`src/cts_pkg.sv`:
```
// shared constants and types of the camera trigger sequencer
package cts_pkg;

  // clock and time base
  localparam int CLK_FREQ_HZ = 40_000_000;
  localparam int HZ_PER_MHZ = 1_000_000;
  localparam int CYCLES_PER_US = CLK_FREQ_HZ / HZ_PER_MHZ;
  localparam int US_CNT_W = 6;
  localparam int TIME_W = 20;
  // free-running frame period in internal mode, microseconds
  localparam int INT_PERIOD_US = 10_000;

  // burst length and divider ratio ranges and reset values
  localparam int CNT_W = 10;
  localparam logic [CNT_W-1:0] CNT_MIN = 10'h001;
  localparam logic [CNT_W-1:0] CNT_MAX = 10'h3FF;
  localparam logic [CNT_W-1:0] BURST_RESET = 10'h001;
  localparam logic [CNT_W-1:0] RATIO_RESET = 10'h001;
  localparam logic [CNT_W-1:0] CNT_STEP = 10'h001;

  // the one divider instance that exists
  localparam logic [1:0] CTR_SEL_ONLY = 2'h0;

  // depth of the trigger cache
  localparam logic [1:0] CACHE_DEPTH = 2'h2;
  localparam logic [1:0] PEND_STEP = 2'h1;

  typedef enum logic [2:0] {
    SRC_SOFTWARE = 3'h0,
    SRC_LINE0 = 3'h1,
    SRC_LINE2 = 3'h2,
    SRC_COUNTER = 3'h3,
    SRC_ANY = 3'h4
  } cts_source_e;

  typedef enum logic [1:0] {
    ACT_RISE = 2'h0,
    ACT_FALL = 2'h1,
    ACT_HIGH = 2'h2,
    ACT_LOW = 2'h3
  } cts_act_e;

  typedef enum logic [1:0] {
    CEV_OFF = 2'h0,
    CEV_LINE0 = 2'h1,
    CEV_LINE2 = 2'h2
  } cts_cevt_e;

  typedef enum logic [1:0] {
    CRS_OFF = 2'h0,
    CRS_SOFTWARE = 2'h1
  } cts_crst_e;

  typedef enum logic [3:0] {
    ST_IDLE = 4'h1,
    ST_DELAY = 4'h2,
    ST_EXPOSE = 4'h4,
    ST_READOUT = 4'h8
  } cts_state_e;

  // live configuration levels
  typedef struct packed {
    logic trigModeOn;
    cts_source_e source;
    cts_act_e activation;
    logic cacheEnable;
    logic line2IsInput;
    logic [TIME_W-1:0] delayUs;
    logic [TIME_W-1:0] exposureUs;
    logic [TIME_W-1:0] debounceUs;
  } cts_cfg_s;

  // setting writes, each strobe a one-cycle pulse
  typedef struct packed {
    logic burstWr;
    logic [CNT_W-1:0] burstData;
    logic ctrSelWr;
    logic [1:0] ctrSelData;
    logic ctrEvtWr;
    logic [1:0] ctrEvtData;
    logic ctrRstWr;
    logic [1:0] ctrRstData;
    logic ratioWr;
    logic [CNT_W-1:0] ratioData;
    logic ctrClear;
  } cts_wr_s;

  // readback of settings and state
  typedef struct packed {
    logic [CNT_W-1:0] burstCount;
    logic [CNT_W-1:0] ratio;
    logic [1:0] ctrSel;
    logic [1:0] ctrEvt;
    logic [1:0] ctrRst;
    logic [CNT_W-1:0] progress;
    logic [1:0] pending;
  } cts_stat_s;

endpackage : cts_pkg

```
`src/cts_trigger_sequencer.sv`:
```
// frame trigger source select, qualify, delay, cache and burst sequencer
`timescale 1ns/10ps
// Operation
// - counter source divides selected input event rate
// - only divider instance zero may be selected
// - divider input line 0 or 2, resets disabled
// - clear source software only; clear needs it
// - divider ratio read/write, 1 to 1023
// - progress shows events counted so far
// - any-source mode takes software, lines, divider
// - activation skips software; debounce lines only
// - frames per trigger accepts 1 to 1023
// - each trigger gives exactly n exposures; internal-mode triggers give one
// - programmable delay before responding to trigger
// - caching off: triggers during burst dropped
// - caching on: hold up to two triggers
// - cached exposure waits for last frame
// - rising edge starts exposure
// - falling edge starts exposure
// - level high holds exposure while high for line triggers taken at idle
// - level low holds exposure while low for line triggers taken at idle
// - external sources ignored unless mode on
// - hardware lines pass programmable debounce
module cts_trigger_sequencer
  import cts_pkg::*;
#(
  parameter int INT_PERIOD_US_P = INT_PERIOD_US
) (
  // clock and reset
  input wire logic sys_clk,
  input wire logic reset_n,
  // trigger pins and software command
  input wire logic line0In,
  input wire logic line2In,
  input wire logic softTrigger,
  // live configuration and setting writes
  input wire cts_cfg_s cfg,
  input wire cts_wr_s wr,
  // sensor readout reports a frame created
  input wire logic frameDone,
  // exposure control
  output logic exposeStart,
  output logic exposing,
  output logic burstActive,
  output logic triggerTaken,
  output logic triggerDropped,
  // readback
  output cts_stat_s stat
);

  localparam logic [US_CNT_W-1:0] US_LAST = US_CNT_W'(CYCLES_PER_US - 1);
  localparam logic [TIME_W-1:0] INT_LAST = TIME_W'(INT_PERIOD_US_P - 1);

  // start of an active phase under the chosen activation
  function automatic logic isActive(input cts_act_e act, input logic lvl);
    isActive = (act == ACT_FALL || act == ACT_LOW) ? ~lvl : lvl;
  endfunction : isActive

  function automatic logic startEdge(input cts_act_e act, input logic prev,
                                     input logic cur);
    startEdge = isActive(act, cur) & ~isActive(act, prev);
  endfunction : startEdge

  // microsecond tick shared by delay, exposure, debounce and period
  logic [US_CNT_W-1:0] usCnt;
  logic usTick;
  wire usWrap = (usCnt == US_LAST);

  always_ff @(posedge sys_clk or negedge reset_n) begin
    if (!reset_n) begin
      usCnt <= '0;
      usTick <= 1'b0;
    end else begin
      usCnt <= usWrap ? '0 : usCnt + 1'b1;
      usTick <= usWrap;
    end
  end

  // per-line synchroniser, debounce and edge detect
  wire [1:0] pinIn = {line2In, line0In};
  logic [1:0] lineSync;
  logic [1:0] lineClean;
  logic [1:0] lineEdge;
  logic [1:0] lineAct;

  genvar g;
  for (g = 0; g < 2; g++) begin : gLine
    logic [2:0] sh;
    logic syncLvl;
    logic cleanLvl;
    logic cleanPrev;
    logic [TIME_W-1:0] stableUs;
    // one tick beyond the setting, since the first tick lands at any phase
    wire debDone = (cfg.debounceUs == '0) || (stableUs > cfg.debounceUs);

    // the first stage feeds only the second; level moves when 2nd and 3rd agree
    always_ff @(posedge sys_clk or negedge reset_n) begin
      if (!reset_n) begin
        sh <= '0;
        syncLvl <= 1'b0;
      end else begin
        sh <= {sh[1:0], pinIn[g]};
        if (sh[1] == sh[2])
          syncLvl <= sh[2];
      end
    end

    // level must stay changed for the debounce time before it is taken
    always_ff @(posedge sys_clk or negedge reset_n) begin
      if (!reset_n) begin
        cleanLvl <= 1'b0;
        cleanPrev <= 1'b0;
        stableUs <= '0;
      end else begin
        cleanPrev <= cleanLvl;
        if (syncLvl == cleanLvl)
          stableUs <= '0;
        else if (debDone) begin
          cleanLvl <= syncLvl;
          stableUs <= '0;
        end else if (usTick)
          stableUs <= stableUs + 1'b1;
      end
    end

    assign lineSync[g] = syncLvl;
    assign lineClean[g] = cleanLvl;
    assign lineEdge[g] = startEdge(cfg.activation, cleanPrev, cleanLvl);
    assign lineAct[g] = isActive(cfg.activation, cleanLvl);
  end

  // hardware source lines in use; line 2 only while set as input
  wire srcAny = (cfg.source == SRC_ANY);
  wire useLine0 = (cfg.source == SRC_LINE0) || srcAny;
  wire useLine2 = ((cfg.source == SRC_LINE2) || srcAny) && cfg.line2IsInput;
  wire [1:0] lineUse = {useLine2, useLine0};
  wire hwEvt = |(lineUse & lineEdge);
  wire hwHold = |(lineUse & lineAct);
  wire levelMode = (cfg.activation == ACT_HIGH) || (cfg.activation == ACT_LOW);

  // burst length and divider settings
  logic [CNT_W-1:0] burstCount;
  logic [CNT_W-1:0] ratio;
  logic [1:0] ctrSel;
  cts_cevt_e ctrEvt;
  cts_crst_e ctrRst;

  wire burstOk = (wr.burstData >= CNT_MIN) && (wr.burstData <= CNT_MAX);
  wire ratioOk = (wr.ratioData >= CNT_MIN) && (wr.ratioData <= CNT_MAX);
  wire selOk = (wr.ctrSelData == CTR_SEL_ONLY);
  wire evtOk = (wr.ctrEvtData == CEV_OFF) || (wr.ctrEvtData == CEV_LINE0) ||
               (wr.ctrEvtData == CEV_LINE2);
  wire rstOk = (wr.ctrRstData == CRS_OFF) || (wr.ctrRstData == CRS_SOFTWARE);

  // out-of-range writes are ignored and the old value stays
  always_ff @(posedge sys_clk or negedge reset_n) begin
    if (!reset_n) begin
      burstCount <= BURST_RESET;
      ratio <= RATIO_RESET;
      ctrSel <= CTR_SEL_ONLY;
      ctrEvt <= CEV_OFF;
      ctrRst <= CRS_OFF;
    end else begin
      if (wr.burstWr && burstOk)
        burstCount <= wr.burstData;
      if (wr.ratioWr && ratioOk)
        ratio <= wr.ratioData;
      if (wr.ctrSelWr && selOk)
        ctrSel <= wr.ctrSelData;
      if (wr.ctrEvtWr && evtOk)
        ctrEvt <= cts_cevt_e'(wr.ctrEvtData);
      if (wr.ctrRstWr && rstOk)
        ctrRst <= cts_crst_e'(wr.ctrRstData);
    end
  end

  // divider counts undebounced synced events on its own line
  logic ctrPrev;
  logic ctrFire;
  logic [CNT_W-1:0] progress;
  wire ctrLvl = (ctrEvt == CEV_LINE0) ? lineSync[0] :
                (ctrEvt == CEV_LINE2) ? lineSync[1] : 1'b0;
  wire ctrEdge = (ctrEvt != CEV_OFF) &&
                 startEdge(cfg.activation, ctrPrev, ctrLvl);
  wire ctrClr = wr.ctrClear && (ctrRst == CRS_SOFTWARE);
  wire [CNT_W-1:0] progNext = progress + CNT_STEP;
  wire ctrHit = ctrEdge && (progNext >= ratio);

  always_ff @(posedge sys_clk or negedge reset_n) begin
    if (!reset_n) begin
      ctrPrev <= 1'b0;
      progress <= '0;
      ctrFire <= 1'b0;
    end else begin
      ctrPrev <= ctrLvl;
      ctrFire <= ctrHit && !ctrClr;
      if (ctrClr || ctrHit)
        progress <= '0;
      else if (ctrEdge)
        progress <= progNext;
    end
  end

  // internal frame timing while external mode is off
  logic [TIME_W-1:0] intCnt;
  logic intFire;

  always_ff @(posedge sys_clk or negedge reset_n) begin
    if (!reset_n) begin
      intCnt <= '0;
      intFire <= 1'b0;
    end else begin
      intFire <= usTick && (intCnt == INT_LAST);
      if (usTick)
        intCnt <= (intCnt == INT_LAST) ? '0 : intCnt + 1'b1;
    end
  end

  // merged trigger request; software skips activation
  wire srcSw = (cfg.source == SRC_SOFTWARE) || srcAny;
  wire srcCtr = (cfg.source == SRC_COUNTER) || srcAny;
  wire extReq = cfg.trigModeOn &&
                ((softTrigger && srcSw) || hwEvt ||
                 (ctrFire && srcCtr));
  wire intReq = !cfg.trigModeOn && intFire;

  // sequencer state
  cts_state_e state;
  cts_state_e next_state;
  logic [TIME_W-1:0] phaseUs;
  logic [CNT_W-1:0] framesDone;
  logic [CNT_W-1:0] burstLen;
  logic [1:0] pending;
  logic byLine;

  wire idle = (state == ST_IDLE);
  wire [TIME_W-1:0] delayLim = cfg.trigModeOn ? cfg.delayUs : '0;
  wire [CNT_W-1:0] framesNext = framesDone + CNT_STEP;
  wire burstMore = framesNext < burstLen;
  wire delayDone = phaseUs >= delayLim;
  wire expoDone = byLine ? !hwHold :
                  (phaseUs >= cfg.exposureUs);
  wire startNew = idle && (extReq || intReq);
  // a trigger while busy is cached or dropped, never restarts the burst
  wire busyReq = !idle && extReq;
  wire cacheIn = busyReq && cfg.cacheEnable;
  wire lastFrame = (state == ST_READOUT) && frameDone && !burstMore;
  // a trigger cached on the last frame runs at once instead of stranding
  wire popCache = lastFrame && ((pending != '0) || cacheIn);
  wire pushCache = cacheIn && ((pending < CACHE_DEPTH) || popCache);
  wire dropReq = busyReq && !pushCache;

  // next state
  always_comb begin
    next_state = state;
    case (state)
      ST_IDLE: begin
        if (startNew)
          next_state = ST_DELAY;
      end
      ST_DELAY: begin
        if (delayDone)
          next_state = ST_EXPOSE;
      end
      ST_EXPOSE: begin
        if (expoDone)
          next_state = ST_READOUT;
      end
      ST_READOUT: begin
        // the next trigger waits here until the last frame is created
        if (frameDone) begin
          if (burstMore)
            next_state = ST_EXPOSE;
          else if (popCache)
            next_state = ST_DELAY;
          else
            next_state = ST_IDLE;
        end
      end
      default: next_state = ST_IDLE;
    endcase
  end

  wire enterExpose = (next_state == ST_EXPOSE) && (state != ST_EXPOSE);
  wire phaseClr = (next_state != state);

  // state register and phase timer
  always_ff @(posedge sys_clk or negedge reset_n) begin
    if (!reset_n) begin
      state <= ST_IDLE;
      phaseUs <= '0;
    end else begin
      state <= next_state;
      if (phaseClr)
        phaseUs <= '0;
      else if (usTick)
        phaseUs <= phaseUs + 1'b1;
    end
  end

  // burst length latched per trigger so mid-burst writes do not cut it
  always_ff @(posedge sys_clk or negedge reset_n) begin
    if (!reset_n) begin
      framesDone <= '0;
      burstLen <= BURST_RESET;
      byLine <= 1'b0;
    end else if (startNew || popCache) begin
      framesDone <= '0;
      burstLen <= (startNew && intReq) ? CNT_MIN : burstCount;
      byLine <= startNew && hwEvt && levelMode;
    end else if ((state == ST_READOUT) && frameDone)
      framesDone <= framesNext;
  end

  // cache depth; a push in the cycle of a pop is kept
  always_ff @(posedge sys_clk or negedge reset_n) begin
    if (!reset_n)
      pending <= '0;
    else if (pushCache && !popCache)
      pending <= pending + PEND_STEP;
    else if (popCache && !pushCache)
      pending <= pending - PEND_STEP;
  end

  // registered outputs
  always_ff @(posedge sys_clk or negedge reset_n) begin
    if (!reset_n) begin
      exposeStart <= 1'b0;
      exposing <= 1'b0;
      burstActive <= 1'b0;
      triggerTaken <= 1'b0;
      triggerDropped <= 1'b0;
    end else begin
      exposeStart <= enterExpose;
      exposing <= (next_state == ST_EXPOSE);
      burstActive <= (next_state != ST_IDLE);
      triggerTaken <= startNew || pushCache;
      triggerDropped <= dropReq;
    end
  end

  // readback is wiring of the setting and state flops
  assign stat.burstCount = burstCount;
  assign stat.ratio = ratio;
  assign stat.ctrSel = ctrSel;
  assign stat.ctrEvt = ctrEvt;
  assign stat.ctrRst = ctrRst;
  assign stat.progress = progress;
  assign stat.pending = pending;

endmodule : cts_trigger_sequencer

```
`config.mk`:
```
export PLATFORM = sky130hd
export DESIGN_NAME = cts_trigger_sequencer
export DESIGN_NICKNAME = d
export VERILOG_FILES = /design/src/cts_pkg.sv /design/src/cts_trigger_sequencer.sv
export SDC_FILE = /design/constraint.sdc
export NUM_CORES = 1
export LEC_CHECK = 0
export ABC_AREA = 1
export BUFFER_PORTS_ARGS = -buffer_cell sky130_fd_sc_hd__buf_4
export CAP_MARGIN = 20
export CORE_MARGIN = 2
export CORE_UTILIZATION = 50
export CTS_CLUSTER_SIZE = 24
export DETAILED_ROUTE_END_ITERATION = 10
export GPL_TIMING_DRIVEN = 1
export PLACE_DENSITY = 0.78
export RECOVER_POWER = 50
export SETUP_SLACK_MARGIN = 0.1
export SLEW_MARGIN = 20
export SYNTH_ARGS = -nofsm -noshare
export SYNTH_HDL_FRONTEND = slang
export SYNTH_SLANG_ARGS = --single-unit
export TNS_END_PERCENT = 100
```
`constraint.sdc`:
```
create_clock -name sys_clk -period 2.77 [get_ports sys_clk]
set_clock_uncertainty 0.15 [all_clocks]
set_input_delay 0.4155 -clock sys_clk [delete_from_list [all_inputs] [get_ports sys_clk]]
set_output_delay 0.4155 -clock sys_clk [all_outputs]
set_load 0.02 [all_outputs]
```
==> metrics.md <==
| Metric | Value |
|---|---|
| Setup tns final | -5.85 ns |
| Worst reg-to-reg setup slack | -0.20 ns |
| Outcome | finished, violations left |
| Sink Count | 170 |
| Row cnt | 54 |
| Post-synth EDFFs | 0 |
| Syn avg cell area | 8.07 sq um |
| # nets final | 1777 |
| Hold worst-path end | ctrSel[0] |
| Synthesis warning total | 0 |
| DRC | 0 |
| Top cell type's share of synthesized area | 37.7% |
| Period utilization | 107% |
| Initial antenna violation count | 0 |
| Htree depth | 4 |
| Total gr overflow | 0 |
| Reg area | 0.00426 sq mm |
| FILL cells | 1746 |
| RR Endpoint | pending[1] |
| Pre-antenna DRT Iters | 5 |
| Critical Path Source | framesDone[0] |
| Worst reg-to-reg path cell count | 18 |
| Critical path fanouts, max | 3 |
| Number of synthesized register bits | 170 |
| Asr flop ratio synth | 100% |
| # IOs | 149 |
| Area of the multi-input gates | 0.00630 sq mm |
| Remaining antenna violation count | 0 |
| Leakage | 7.04 nW |
| DR WL/cell | 14.8 um |
| RSZ-0062 raised after global routing | true |
| Worst slew pin tran | 1.17 ns |
| Mapped Area | 0.0110 sq mm |
| Hold Fails Final Rpt | 0 |
| Power Density | 509 mW/mm^2 |
| Overall power | 7.14 mW |
| Final worst slack | -0.198 ns |
| Reg2Reg Launch Point | framesDone[0] |
| Netlist cell types | 54 |
| CP Launch Type | flip-flop |
| Worst Hold Launch | wr[20] |
| Antenna cell count | 0 |
| Failing checks | setup timing |
| CTS clock-pin slew for the worst setup and hold paths | 0.06 ns |
| CP Class | reg -> reg |
| Maximum vdd ir drop | 0.000442 V |
| CP endpoint kind | flip-flop |
| Slew Limit Fails | 0 |
| Syn Nets | 1578 |
| Synth area leader | dfrtp_1 |
| CP arrival | 3.13 ns |
| Worst Hold Path Cells | 2 |
| Routed vias | 9784 |
| Vias in the first global route | 9618 |
| Vias/cell | 5.27 |
| Worst hold slack | 0.0344 ns |
| Worst min path class | in -> reg |
| Global-route wire length before repair | 44100 um |
| Post-layout min period | 2.97 ns |
| Slew HR | 21.8% |
| Area growth, synth to finish | 27.4% |
| CTS root buf | clkbuf_16 |
| Worst Path Required | 2.93 ns |
| Die height | 152 um |
| DP Worst Slack | -0.0716 ns |
| Cell at the slowest stage of the critical path | dfrtp_1 |
| CTS Buf Count | 17 |
| Worst skew pair latency | 0.43 ns |
| Core Area | 0.0218 sq mm |
| Largest net degree at the start of global routing | 86 |
| Total global-route track usage | 22.7% |
| TritonCTS clock tree | yes |
| FMAX | 337 MHz |
| Top cells by area, synth | dfrtp_1 38%, ha_1 12%, nand2_1 9.6%, inv_1 7.1%, nor2_1 4.6% |
| Layout cells sized above 1 | 23.1% |
| Max stage delay on crit path | 0.39 ns |
| Die width | 152 um |
| Iteration-0 DRC Markers | 478 |
| Post-DP HPWL | 19300 um |
| Total Routed Length | 27500 um |
| Placer Congestion | 0.916 |
| Die footprint | 0.0232 sq mm |
| Max-cap viol count | 0 |
| Clk buf depth | 2 |
| Post-synthesis sequential area ratio | 38.7% |
| Post-Syn Instances | 1365 |
| Final setup violation count | 43 |
| Starting density of the core | 50.6% |
| Ys flop type | dfrtp_1 |
| # port buffers | 148 |
| CP cell instances | nand3_2 > nor2_4 > buf_4 > xor2_1 > inv_1 > ha_1 > a21oi_1 > o21ai_1 > nand2_1 > nand3_2 > nand2_2 > nand2_1 > nand2_2 > inv_2 > ha_4 > a21oi_2 > o21ai_2 > xnor2_1 |
sequential cells by signal, summed over array words and instances (netlist names), 4 cells and up:
register and count:
burstCount 10, burstLen 10, framesDone 10, gLine.sh 6
gLine.stableUs 40, intCnt 20, phaseUs 20, progress 10
ratio 10, state 4, usCnt 6
cells in the final DEF (no fill, tap or decap), types with 7 or more instances in the layout:
master       n
a21oi_1     48
buf_4      170
buf_6       10
clkbuf_1     7
clkbuf_16   20
dfrtp_1    162
ha_1       102
inv_1      202
inv_2       12
nand2_1    272
nand2_2     11
nand3_1     50
nand3_2     23
nand4_1     32
nor2_1     128
nor3_1      26
nor3_2      12
nor3_4      14
nor4_1      13
o21ai_0     38
o21ai_1     16
o21ai_2     11
xnor2_1     20
xor2_1      55
how the worst max path moves through the flow:
| stage | end | slack [ns] |
|---|---|---|
| final | pending[1] | -0.20 |
| after CTS | pending[1] | -0.06 |
| after global placement | progress[1] | 0.03 |
| after floorplan | pending[1] | 0.07 |
| after global routing | phaseUs[7] | -0.31 |
| after detailed placement | phaseUs[0] | -0.07 |
cell usage after synthesis, types with 3 or more instances:
master    count
a21o_1        4
a21oi_1      52
a31oi_1       5
buf_2         6
buf_6         4
clkbuf_1      9
dfrtp_1     166
dfstp_2       4
ha_1        107
inv_1       207
inv_2         7
mux2_2        4
nand2_1     281
nand2_2       7
nand3_1      72
nand3_2       3
nand3b_1      4
nand4_1      32
nand4_2       4
nor2_1      134
nor2_2        3
nor3_1       27
nor3_2       24
nor4_1       14
o211ai_1      3
o21ai_0      55
o21ai_1      10
o22ai_1       3
or2_2         3
xnor2_1      21
xor2_1       57
cell type report:
| class | count | area share, % |
|---|---|---|
| multi-input combinational | 957 | 44.9 |
| clock buffer | 24 | 3.43 |
| sequential | 170 | 30.4 |
| tap | 280 | 2.50 |
| timing repair inverter | 1 | 0.0535 |
| clock inverter | 7 | 0.820 |
| timing repair buffer | 200 | 12.0 |
| inverter | 217 | 5.88 |
timing repair:
action                                  in CTS  in global routing
cloned                                       2                  3
resized for setup                           36                 82
setup buffers                               11                 10
hold buffers                                 3                  0
pin swaps                                   30                 19
hold endpoints to repair                    22                  0
endpoints found under the setup margin      52                 58
worst max-delay path, delay by kind of cell, from the launching register on:
kind,cells,cell delay (ns)
buffers and inverters,3,0.30
flip-flops,1,0.39
XOR/XNOR,2,0.28
AO/OA/AOI/OAI,4,0.43
AND/OR/NAND/NOR,7,0.78
adder cells (fa/ha/maj),2,0.55
where the power goes:
part           switching, mW  internal, mW
registers              0.159          2.69
clock network          0.949          1.48
logic                   1.07         0.791
total                   2.18          4.96
layer usage:
metal  up-vias  global-route usage, %  routed length, um
met4         0                   8.73                811
li1       4846                      -                  -
met1      4616                   29.5              11800
met2       258                   38.2              13500
met5         -                      0                  0
met3        64                   3.81               1310
kinds of logic (layout without fill, tap and decap cells):
logic type,count (synthesis),after routing,share of synthesized area [%]
buffers and inverters,238,449,8.51
and+or+nand+nor,617,617,26.2
xor gates and xnor gates,78,78,6.20
AOI/OAI and AO/OA,147,147,7.54
adders and majority gates,109,109,12.3
muxes,6,6,0.591
DFF,170,170,38.7
per-stage QoR:
step	instances	utilization, %	cell area (sq um)
2_1_floorplan	1365	-	11100
3_3_place_gp	1796	58.3	12700
3_5_place_dp	1796	58.3	12700
4_1_cts	1843	62.4	13600
5_1_grt	1856	64.5	14000
6_report	1856	64.5	14000
Note: power is estimated with default switching activity, not from simulation.
